===== src/bct_consts.vh =====
// constants for the configuration decode and type 1 to type 0 translation block
// assumes pci command encodings on the c/be lines during the address phase
`ifndef BCT_CONSTS_VH
`define BCT_CONSTS_VH

// bus commands
`define BCT_CMD_CFG_RD   4'ha
`define BCT_CMD_CFG_WR   4'hb
`define BCT_CMD_SPECIAL  4'h1

// address type codes in ad[1:0]
`define BCT_TYPE0        2'h0
`define BCT_TYPE1        2'h1

// address field positions
`define BCT_BUS_HI       23
`define BCT_BUS_LO       16
`define BCT_DEV_HI       15
`define BCT_DEV_LO       11
`define BCT_REG_HI       7
`define BCT_REG_LO       2

// special cycle selectors
`define BCT_DEV_SPECIAL  5'h1f
`define BCT_REG_SPECIAL  6'h00

// clocks from frame to master abort
`define BCT_MABORT_CLKS  3'h5

// values
`define BCT_ONES         32'hffff_ffff
`define BCT_ZERO32       32'h0000_0000
`define BCT_BE_ALL_N     4'h0

`endif


===== src/bct_cfg_xlate.v =====
// configuration claim for own space and type 1 to type 0 downstream translation
// assumes bridge already owns the secondary bus; pin inputs synchronous to ref_clk
// Contract
// - claim type 0: cfg command, 00b, idsel
// - ignore type 0 seen on secondary side
// - function number ignored for own space
// - one dword, disconnect with first transfer
// - reads return all four bytes always
// - own space bypasses buffers, completes immediately
// - claim type 1 when bus matches secondary
// - type 0 generated only on secondary bus
// - force 00b, clear 15:11, keep fields
// - devices 0..15 drive one idsel bit
// - devices 10h..1eh no idsel, still forwarded
// - device 1fh register 0 write makes special cycle
// - unselected secondary transaction ends master abort
// - translated accesses delayed, single dword each
// - master abort after five clocks, set status
// - master abort: all ones or target abort
`timescale 1ns/100ps
`default_nettype none
`include "bct_consts.vh"

module bct_cfg_xlate (
	input  wire        ref_clk,
	input  wire        rst,
	input  wire        p_frame_n,
	input  wire        p_irdy_n,
	input  wire        p_idsel,
	input  wire [31:0] p_ad_in,
	input  wire [3:0]  p_cbe_n_in,
	output wire [31:0] p_ad_out,
	output wire        p_ad_oe_n,
	output wire        p_devsel_n,
	output wire        p_trdy_n,
	output wire        p_stop_n,
	output wire        s_frame_n,
	output wire        s_irdy_n,
	output wire [31:0] s_ad_out,
	output wire        s_ad_oe_n,
	output wire [3:0]  s_cbe_n_out,
	output wire        s_cbe_oe_n,
	input  wire [31:0] s_ad_in,
	input  wire        s_devsel_n,
	input  wire        s_trdy_n,
	input  wire        s_stop_n,
	input  wire [7:0]  sec_bus_num,
	input  wire        mabort_mode,
	input  wire        rcv_mabort_clr,
	output wire        rcv_mabort,
	output wire [5:0]  cfg_reg,
	input  wire [31:0] cfg_rd_data,
	output wire        cfg_wr,
	output wire [31:0] cfg_wr_data,
	output wire [3:0]  cfg_be_n
);

	localparam P_IDLE = 4'h1;
	localparam P_CFG  = 4'h2;
	localparam P_DLY  = 4'h4;
	localparam P_END  = 4'h8;

	localparam S_IDLE = 4'h1;
	localparam S_ADDR = 4'h2;
	localparam S_DATA = 4'h4;
	localparam S_TURN = 4'h8;

	reg  [3:0]  p_state_r;
	reg         frm_q_r;
	reg  [31:0] p_ad_out_r;
	reg         p_ad_oe_n_r;
	reg         p_devsel_n_r;
	reg         p_trdy_n_r;
	reg         p_stop_n_r;
	reg  [5:0]  cfg_reg_r;
	reg         cfg_is_wr_r;
	reg         cfg_wr_r;
	reg  [31:0] cfg_wr_data_r;
	reg  [3:0]  cfg_be_n_r;
	reg  [31:0] cur_addr_r;
	reg  [3:0]  cur_cmd_r;
	reg         pend_r;
	reg  [31:0] req_addr_r;
	reg  [3:0]  req_cmd_r;
	reg  [3:0]  req_be_n_r;
	reg  [31:0] req_wdata_r;

	reg  [3:0]  s_state_r;
	reg         s_frame_n_r;
	reg         s_irdy_n_r;
	reg  [31:0] s_ad_out_r;
	reg         s_ad_oe_n_r;
	reg  [3:0]  s_cbe_n_r;
	reg         s_cbe_oe_n_r;
	reg  [2:0]  clk_cnt_r;
	reg         done_r;
	reg         mab_r;
	reg         tab_r;
	reg  [31:0] rdata_r;
	reg         rcv_mabort_r;

	// address phase decode watches primary pins only, so secondary type 0 never claims
	wire        addr_start = frm_q_r & ~p_frame_n;
	wire        is_cfg     = (p_cbe_n_in == `BCT_CMD_CFG_RD) | (p_cbe_n_in == `BCT_CMD_CFG_WR);
	wire        claim0     = is_cfg & (p_ad_in[1:0] == `BCT_TYPE0) & p_idsel;
	wire        claim1     = is_cfg & (p_ad_in[1:0] == `BCT_TYPE1) &
		(p_ad_in[`BCT_BUS_HI:`BCT_BUS_LO] == sec_bus_num);
	wire        match      = (cur_addr_r == req_addr_r) & (cur_cmd_r == req_cmd_r);
	wire        cur_rd     = (cur_cmd_r == `BCT_CMD_CFG_RD);

	wire [4:0]  req_dev  = req_addr_r[`BCT_DEV_HI:`BCT_DEV_LO];
	wire [5:0]  req_reg  = req_addr_r[`BCT_REG_HI:`BCT_REG_LO];
	wire        req_wr   = (req_cmd_r == `BCT_CMD_CFG_WR);
	wire        req_spec = req_wr & (req_dev == `BCT_DEV_SPECIAL) &
		(req_reg == `BCT_REG_SPECIAL);
	// one-hot idsel for devices 0..15, none above
	wire [15:0] idsel    = req_dev[4] ? 16'h0000 : (16'h0001 << req_dev[3:0]);
	wire [31:0] xlat_adr = {idsel, 5'h00, req_addr_r[10:2], `BCT_TYPE0};

	assign p_ad_out    = p_ad_out_r;
	assign p_ad_oe_n   = p_ad_oe_n_r;
	assign p_devsel_n  = p_devsel_n_r;
	assign p_trdy_n    = p_trdy_n_r;
	assign p_stop_n    = p_stop_n_r;
	assign s_frame_n   = s_frame_n_r;
	assign s_irdy_n    = s_irdy_n_r;
	assign s_ad_out    = s_ad_out_r;
	assign s_ad_oe_n   = s_ad_oe_n_r;
	assign s_cbe_n_out = s_cbe_n_r;
	assign s_cbe_oe_n  = s_cbe_oe_n_r;
	assign rcv_mabort  = rcv_mabort_r;
	assign cfg_reg     = cfg_reg_r;
	assign cfg_wr      = cfg_wr_r;
	assign cfg_wr_data = cfg_wr_data_r;
	assign cfg_be_n    = cfg_be_n_r;

	// primary side: target only, never drives an address phase
	always @(posedge ref_clk) begin
		if (rst) begin
			p_state_r     <= P_IDLE;
			frm_q_r       <= 1'b1;
			p_ad_out_r    <= `BCT_ZERO32;
			p_ad_oe_n_r   <= 1'b1;
			p_devsel_n_r  <= 1'b1;
			p_trdy_n_r    <= 1'b1;
			p_stop_n_r    <= 1'b1;
			cfg_reg_r     <= 6'h00;
			cfg_is_wr_r   <= 1'b0;
			cfg_wr_r      <= 1'b0;
			cfg_wr_data_r <= `BCT_ZERO32;
			cfg_be_n_r    <= 4'hf;
			cur_addr_r    <= `BCT_ZERO32;
			cur_cmd_r     <= 4'h0;
			pend_r        <= 1'b0;
			req_addr_r    <= `BCT_ZERO32;
			req_cmd_r     <= 4'h0;
			req_be_n_r    <= 4'hf;
			req_wdata_r   <= `BCT_ZERO32;
		end else begin
			frm_q_r  <= p_frame_n;
			cfg_wr_r <= 1'b0;
			case (p_state_r)
				P_IDLE: begin
					if (addr_start && claim0) begin
						// function bits 10:8 are not looked at
						cfg_reg_r    <= p_ad_in[`BCT_REG_HI:`BCT_REG_LO];
						cfg_is_wr_r  <= (p_cbe_n_in == `BCT_CMD_CFG_WR);
						p_devsel_n_r <= 1'b0;
						p_state_r    <= P_CFG;
					end else if (addr_start && claim1) begin
						cur_addr_r   <= p_ad_in;
						cur_cmd_r    <= p_cbe_n_in;
						p_devsel_n_r <= 1'b0;
						p_state_r    <= P_DLY;
					end
				end
				P_CFG: begin
					// no buffer or pending check: answer at once
					if (!p_irdy_n && p_trdy_n_r) begin
						p_trdy_n_r <= 1'b0;
						p_stop_n_r <= p_frame_n;
						if (!cfg_is_wr_r) begin
							p_ad_out_r  <= cfg_rd_data;
							p_ad_oe_n_r <= 1'b0;
						end
					end else if (!p_irdy_n && !p_trdy_n_r) begin
						cfg_wr_r      <= cfg_is_wr_r;
						cfg_wr_data_r <= p_ad_in;
						cfg_be_n_r    <= p_cbe_n_in;
						p_trdy_n_r    <= 1'b1;
						p_ad_oe_n_r   <= 1'b1;
						p_state_r     <= P_END;
					end
				end
				P_DLY: begin
					if (!p_irdy_n && !pend_r) begin
						// latch new delayed request and retry
						req_addr_r  <= cur_addr_r;
						req_cmd_r   <= cur_cmd_r;
						req_be_n_r  <= p_cbe_n_in;
						req_wdata_r <= p_ad_in;
						pend_r      <= 1'b1;
						p_stop_n_r  <= 1'b0;
						p_state_r   <= P_END;
					end else if (!p_irdy_n && match && done_r) begin
						pend_r    <= 1'b0;
						p_state_r <= P_END;
						if (tab_r || (mab_r && mabort_mode && !req_spec)) begin
							p_devsel_n_r <= 1'b1;
							p_stop_n_r   <= 1'b0;
						end else begin
							p_trdy_n_r <= 1'b0;
							p_stop_n_r <= p_frame_n;
							if (cur_rd) begin
								p_ad_out_r  <= rdata_r;
								p_ad_oe_n_r <= 1'b0;
							end
						end
					end else if (!p_irdy_n) begin
						p_stop_n_r <= 1'b0;
						p_state_r  <= P_END;
					end
				end
				P_END: begin
					p_trdy_n_r  <= 1'b1;
					p_ad_oe_n_r <= 1'b1;
					if (p_frame_n) begin
						p_devsel_n_r <= 1'b1;
						p_stop_n_r   <= 1'b1;
						p_state_r    <= P_IDLE;
					end
				end
				default: begin
					p_state_r <= P_IDLE;
				end
			endcase
		end
	end

	// secondary side: issue translated type 0 or special cycle, one data phase
	always @(posedge ref_clk) begin
		if (rst) begin
			s_state_r    <= S_IDLE;
			s_frame_n_r  <= 1'b1;
			s_irdy_n_r   <= 1'b1;
			s_ad_out_r   <= `BCT_ZERO32;
			s_ad_oe_n_r  <= 1'b1;
			s_cbe_n_r    <= 4'h0;
			s_cbe_oe_n_r <= 1'b1;
			clk_cnt_r    <= 3'h0;
			done_r       <= 1'b0;
			mab_r        <= 1'b0;
			tab_r        <= 1'b0;
			rdata_r      <= `BCT_ZERO32;
			rcv_mabort_r <= 1'b0;
		end else begin
			if (!pend_r) begin
				done_r <= 1'b0;
			end
			if (rcv_mabort_clr) begin
				rcv_mabort_r <= 1'b0;
			end
			case (s_state_r)
				S_IDLE: begin
					if (pend_r && !done_r) begin
						s_frame_n_r  <= 1'b0;
						s_ad_out_r   <= req_spec ? req_addr_r : xlat_adr;
						s_ad_oe_n_r  <= 1'b0;
						s_cbe_n_r    <= req_spec ? `BCT_CMD_SPECIAL : req_cmd_r;
						s_cbe_oe_n_r <= 1'b0;
						clk_cnt_r    <= 3'h0;
						s_state_r    <= S_ADDR;
					end
				end
				S_ADDR: begin
					// single data phase: frame ends with the address
					s_frame_n_r <= 1'b1;
					s_irdy_n_r  <= 1'b0;
					s_cbe_n_r   <= req_spec ? `BCT_BE_ALL_N : req_be_n_r;
					s_ad_out_r  <= req_wdata_r;
					s_ad_oe_n_r <= ~req_wr;
					clk_cnt_r   <= 3'h1;
					s_state_r   <= S_DATA;
				end
				S_DATA: begin
					if (clk_cnt_r != `BCT_MABORT_CLKS) begin
						clk_cnt_r <= clk_cnt_r + 3'h1;
					end
					if (!s_devsel_n && !s_trdy_n) begin
						rdata_r   <= s_ad_in;
						mab_r     <= 1'b0;
						tab_r     <= 1'b0;
						done_r    <= 1'b1;
						s_state_r <= S_TURN;
					end else if (!s_devsel_n && !s_stop_n) begin
						s_state_r <= S_TURN;
					end else if (s_devsel_n && !s_stop_n) begin
						rdata_r   <= `BCT_ONES;
						mab_r     <= 1'b0;
						tab_r     <= 1'b1;
						done_r    <= 1'b1;
						s_state_r <= S_TURN;
					end else if (s_devsel_n && (clk_cnt_r == `BCT_MABORT_CLKS)) begin
						// no idsel hit or special cycle: nobody claims
						rdata_r      <= `BCT_ONES;
						mab_r        <= 1'b1;
						tab_r        <= 1'b0;
						rcv_mabort_r <= 1'b1;
						done_r       <= 1'b1;
						s_state_r    <= S_TURN;
					end
					if ((!s_trdy_n || !s_stop_n) || (s_devsel_n &&
						(clk_cnt_r == `BCT_MABORT_CLKS))) begin
						s_irdy_n_r   <= 1'b1;
						s_ad_oe_n_r  <= 1'b1;
						s_cbe_oe_n_r <= 1'b1;
					end
				end
				S_TURN: begin
					s_state_r <= S_IDLE;
				end
				default: begin
					s_state_r <= S_IDLE;
				end
			endcase
		end
	end

endmodule

`default_nettype wire


===== config.mk =====
export PLATFORM = sky130hd
export DESIGN_NAME = bct_cfg_xlate
export DESIGN_NICKNAME = d
export VERILOG_FILES = /design/src/bct_cfg_xlate.v
export VERILOG_INCLUDE_DIRS = /design/src
export SDC_FILE = /design/constraint.sdc
export NUM_CORES = 1
export LEC_CHECK = 0
export BUFFER_PORTS_ARGS = -buffer_cell sky130_fd_sc_hd__buf_4
export CORE_UTILIZATION = 55
export CTS_CLUSTER_SIZE = 25
export DETAILED_ROUTE_END_ITERATION = 6
export GPL_TIMING_DRIVEN = 0
export PLACE_DENSITY = 0.85
export SYNTH_ARGS = -nofsm -noshare
export SYNTH_HDL_FRONTEND = slang
export SYNTH_SLANG_ARGS = --single-unit

===== constraint.sdc =====
create_clock -name ref_clk -period 2.6 [get_ports ref_clk]
set_input_delay 0.26 -clock ref_clk [delete_from_list [all_inputs] [get_ports ref_clk]]
set_output_delay 0.26 -clock ref_clk [all_outputs]
set_load 0.02 [all_outputs]

-- Word-level counts from Yosys, hierarchy flattened
Cells that the tools add are included.
- add/subtract/negate cells: 1
- equal/unequal tests: 37
- shifts and indexed selects: 1
- mux-type cells: 91
- bitwise operators: 15
- reduce and logical (&&, ||, !) cells: 55
- operator list (operator ; number):
    $mux 32 ; 12
    $pmux 32 s2 ; 2
    $mux 4 ; 16
    $mux 1 ; 46
    $eq 32x32->1 ; 1
    $ne 2x2->1 const B ; 14
    $eq 4x4->1 const B ; 5
    $reduce_and 3->1 ; 6
    $mux 16 ; 1
    $pmux 4 s4 ; 1
    $shl 1x4->16 const A ; 1
    $pmux 1 s3 ; 5
    $logic_and 1x1->1 ; 14
    $reduce_and 7->1 ; 2
    $ne 3x3->1 const B ; 4
    $pmux 4 s3 ; 1
    $reduce_and 2->1 ; 6
    $reduce_bool 3->1 ; 4
    $reduce_and 5->1 ; 2
    $reduce_bool 2->1 ; 5
    $pmux 3 s3 ; 1
    $and 1x1->1 ; 8
    $eq 4x1->1 const B ; 2
    $eq 4x2->1 const B ; 2
    21 further kinds ; 39
- flip-flop bits (word level): 277
- bits of input ports: 118
- output and inout bits: 120
- logic and storage cells: 232

-- Depth between registers and ports, before layout
- word-level depth: 10
- depth in mapped cells: 8

-- Worst setup path after synthesis
OpenSTA, ideal clock, no wires.
- path kind: reg2reg
- from: register p_state_r[3]
- to: register p_ad_out_r[0], in the netlist p_ad_out[0]
- library setup time: 0.152 ns
- data arrival time: 1.891 ns
- required time: 2.448 ns
- path slack: 0.557 ns
- stages on the path, launching flop included: 8
- path buffers: 2
- cell sequence: dfxtp_1 -> buf_4 -> nor4b_4 -> nand2b_1 -> o32a_1 -> buf_4 -> a2111oi_2 -> a221oi_2
- longest elaborated chain between the ends: 3
- elaborated cells between the ends (all ways): 11
- those cells by class: eq/ne (8); mux (1); reduce/logical (2)
- ends and longest elaborated chain (element ; line ; source):
    from (decl) ; bct_cfg_xlate.v:68 ; reg [3:0] p_state_r;
    from (signal assigned) ; bct_cfg_xlate.v:140 ; p_state_r <= P_IDLE;
    from (signal assigned) ; bct_cfg_xlate.v:169 ; p_state_r <= P_CFG;
    from (signal assigned) ; bct_cfg_xlate.v:174 ; p_state_r <= P_DLY;
    $eq 4x3->1 / $eq 4x2->1 (equally long branches) ; bct_cfg_xlate.v:162 ; case (p_state_r)
    $ne 2x2->1 (no source line) / $reduce_bool 2->1 (equally long branches) ; n/a ;
    $reduce_and 7->1 (no source line) ; n/a ;
    to (signal assigned) ; bct_cfg_xlate.v:142 ; p_ad_out_r <= `BCT_ZERO32;
    to (signal assigned) ; bct_cfg_xlate.v:183 ; p_ad_out_r <= cfg_rd_data;
    to (signal assigned) ; bct_cfg_xlate.v:215 ; p_ad_out_r <= rdata_r;
    to (decl) ; bct_cfg_xlate.v:70 ; reg [31:0] p_ad_out_r;
Parallel ways exist; a longest one is shown, timed or not.
A chain may end at the register's enable or synchronous reset.

-- Worst setup path after layout
- from: register req_addr_r[14]
- to: register p_ad_oe_n_r, in the netlist p_ad_oe_n
- longest elaborated chain between the ends: 8
- elaborated cells between the ends (all ways): 13
- those cells by class: eq/ne (4); bitwise (3); reduce/logical (6)
- ends and longest elaborated chain (element ; line ; source):
    from (decl) ; bct_cfg_xlate.v:83 ; reg [31:0] req_addr_r;
    from (signal assigned) ; bct_cfg_xlate.v:155 ; req_addr_r <= `BCT_ZERO32;
    from (signal assigned) ; bct_cfg_xlate.v:198 ; req_addr_r <= cur_addr_r;
    $eq 5x5->1 (no source line) ; n/a ;
    $and 1x1->1 (2 in a row) ; bct_cfg_xlate.v:114 ; wire req_spec = req_wr & (req_dev == `BCT_DEV_SPECIAL) &
    $logic_not 1->1 ; bct_cfg_xlate.v:208 ; if (tab_r || (mab_r && mabort_mode && !req_spec)) begin
    $logic_and 1x1->1 ; bct_cfg_xlate.v:208 ;
    $logic_or 1x1->1 ; bct_cfg_xlate.v:208 ;
    $ne 2x2->1 (no source line) ; n/a ;
    $reduce_and 7->1 (no source line) (*) ; n/a ;
    to (signal assigned) ; bct_cfg_xlate.v:191 ; p_ad_oe_n_r <= 1'b1;
    to (signal assigned) ; bct_cfg_xlate.v:216 ; p_ad_oe_n_r <= 1'b0;
    to (signal assigned) ; bct_cfg_xlate.v:226 ; p_ad_oe_n_r <= 1'b1;
    to (decl) ; bct_cfg_xlate.v:71 ; reg p_ad_oe_n_r;
Every way passes the cells marked *; elsewhere a longest branch is shown, timed or not.

==> impl_metrics.toml <==
[status]
status = "complete, no violations"

[logic_synthesis]
syn_avg_cell_area_um2 = 8.65
ys_async_sr_fraction_pct = 0
synth.net_count = 1482
synth_cell_types = 64
synth-main-ff-cell = "dfxtp_1"
synth_edf_count = 0
synth_warnings = 0
synthesis.instances = 1362
ys_seq_area_share_pct = 47.1
netlist_area_um2 = 11800
synth-seq-cells = 277

[finish]
ff_latch_area_um2 = 5550
nNetsFinal = 1807
nFillCells = 1502
stdcell_count = 1984
syn2layout_area_growth_pct = 32.4
final_common_cell = "nand2_1"
drive_above_1_share_pct = 24.8
diodes = 0
mostFrequentLayoutCells = "328 x nand2_1, 277 x dfxtp_1, 239 x buf_4"
multi_input_area_um2 = 5670

[route]
avgViaCountPerCell = 6.01
routed_wl_um = 40300
first_pass_iters = 6
wire_per_inst_um = 20.3
ant_nets = 0
drc = 0
drtIter0Drc = 1139
vias = 11929

[critical_path]
crit_path_top_delay_cell = "or3_1"
slowest_delay_ns = 0.48
worstSetupPathType = "flop to flop"
end_kind = "flop"
crit_family = "simple AND/OR/NAND/NOR gates"
cp_max_fo = 10
r2r_end = "p_ad_oe_n"
critPathRequiredTime_ns = 3.02
cpMostUsedCell = "buf_2"
crit_end = "p_ad_oe_n"
rr_worst_depth = 8
rr_startpoint = "req_addr_r[14]"
path_cells = "buf_2, xor2_1, nor4_1, nand4_1, or3_1, nand2_1, buf_2, o22ai_1"
rrSetupSlack_ns = 0.09
worst-path-stages = 8
start_kind = "flop"
crit_path_start = "req_addr_r[14]"
crit_arrival_ns = 2.93
path_buf_inv = 2

[clock_tree]
cts_tree = "yes"
clkSinkCount = 277
cts_buffer_depth = 3
clkTransAtPathRegs_ns = 0.06
htree_levels = 1
cts_buffers = 28
cts_root_buf = "clkbuf_16"
insertion_delay_ns = 0.56

[floorplan]
dieWidth_um = 148
rows = 53
fp.coreArea_um2 = 21000
die-area_um2 = 22000
die_h_um = 148
io_pins = 238
start_util_pct = 56.0

[global_route]
grt_overflow_total = 0
grt_pass1_vias = 11479
grt_use_total_pct = 35.4
grt_pass1_wl_um = 60900
antenna_found_initial = 0
grt_max_degree = 16

[placement]
dp_cells = 1872
dp_hpwl_um = 27200
io_buffers = 235
gp_congestion = 0.946

[timing]
period_needed_ns = 2.51
maxSlewViolCount = 0
worst_slew_pin_slew_ns = 1.17
setup_viol = 0
whs_ns = 0.00188
timing.slew.headroom_pct = 21.1
max_freq_ghz = 0.398
fin_skew_ns = 0.0179
rsz0062_at_grt = "true"
finalCritPeriodShare_pct = 96.5
hold_viol = 0

[hold_path]
hp-class = "input pin to flop"

[pwr]
p_per_area_nw_per_um2 = 594
cellLeakagePower_nw = 6.18
ir_drop_mv = 0.497

[job]
max-cap-violations = 0
==> cell usage after synthesis (3+ instances only) <==
cell type	n	area share (%)
inv_1	33	1.1
o21ai_0	11	0.47
and2_1	3	0.16
a2111oi_2	27	3.4
buf_1	4	0.13
o221a_2	34	3.3
a22oi_1	5	0.32
and3_1	4	0.21
a21oi_1	177	7.5
nand3_1	15	0.64
a311oi_1	12	0.89
nor4b_1	6	0.45
o211a_1	3	0.26
nor3_1	24	1.0
xor2_1	37	2.8
dfxtp_1	277	47
nand4_1	5	0.27
a221oi_2	27	3.4
nand2_1	329	10
buf_4	3	0.19
mux2i_1	12	1.0
nor4_1	13	0.69
a31oi_1	4	0.21
buf_6	4	0.38
nor2_1	84	2.7
xnor2_1	9	0.67
nor2b_1	37	2.0
buf_2	22	0.94
or3_1	5	0.27
or4b_1	3	0.26
a221oi_1	8	0.60
clkbuf_1	76	2.4
nand2b_1	3	0.16
a22o_1	3	0.22
==> where the power goes <==
| part | switching, mW | internal, mW | total (mW) |
|---|---|---|---|
| Combinational | 0.219 | 0.216 | 0.435 |
| Clock | 1.79 | 2.79 | 4.58 |
| Sequential | 0.00110 | 4.24 | 4.24 |
==> cells by family (layout without fill, tap and decap cells) <==
| kind of cell | after synthesis | in the layout | share of synthesized area [%] |
|---|---|---|---|
| AND/OR/NAND/NOR | 547 | 547 | 20.7 |
| AO/OA/AOI/OAI | 334 | 334 | 22.3 |
| flip-flops | 277 | 277 | 47.1 |
| buffers and inverters | 142 | 489 | 5.11 |
| XOR/XNOR | 46 | 46 | 3.42 |
| multiplexers | 14 | 14 | 1.21 |
| adder cells (fa/ha/maj) | 2 | 2 | 0.212 |
==> cell type report <==
cell class	count	area share (%)
buffer	108	3.06
timing repair buffer	296	15.2
inverter	33	0.795
multi-input combinational	943	36.4
clock inverter	20	1.87
tap	275	2.21
sequential	277	35.6
clock buffer	32	4.86
==> what timing repair did <==
action                                 CTS  global route
cloned                                   0             0
buffers inserted                         0             1
resized for setup                        1            11
endpoints found under the hold margin   83             1
setup endpoints to repair               33           135
pin swaps                                0             1
hold buffers                            59             1
==> per-stage QoR <==
| stage | worst slack [ns] | util [%] | total power [mW] | cell area [µm²] | TNS, ns |
|---|---|---|---|---|---|
| after floorplan | 0.557 | - | 4.46 | 11800 | 0 |
| after global placement | -0.173 | 66.0 | 4.68 | 13900 | -4.27 |
| after detailed placement | -0.251 | 66.0 | 4.68 | 13900 | -6.35 |
| after CTS | 0.00839 | 73.9 | 9.23 | 15500 | 0 |
| after global routing | -0.0147 | 74.1 | 9.45 | 15600 | -0.0147 |
| final | 0.0898 | 74.1 | 9.26 | 15600 | 0 |
==> worst reg2reg max path, stage by stage, from the launching register on <==
cell     delay (ns)
dfxtp_1        0.30
buf_2          0.17
xor2_1         0.17
nor4_1         0.36
nand4_1        0.26
or3_1          0.48
nand2_1        0.14
buf_2          0.35
o22ai_1        0.15
==> layer usage <==
layer	up-vias	part of all wire (%)	global-route usage [%]
met4	0	5.2	17.6
met2	678	48	61.1
met3	162	9.2	6.69
li1	5406	-	-
met1	5683	38	42.1
met5	-	0	0
==> how the worst min path moves through the flow <==
stage | from | end | cells after the start
2_1_floorplan | p_frame_n | frm_q_r | 1
3_3_place_gp | s_irdy_n | s_irdy_n | 2
3_5_place_dp | s_irdy_n | s_irdy_n | 2
4_1_cts | s_ad_in[22] | rdata_r[22] | 2
5_1_grt | s_ad_in[20] | rdata_r[20] | 2
6_report | p_ad_in[6] | req_wdata_r[6] | 3
Note: power is estimated with default switching activity, not from simulation.
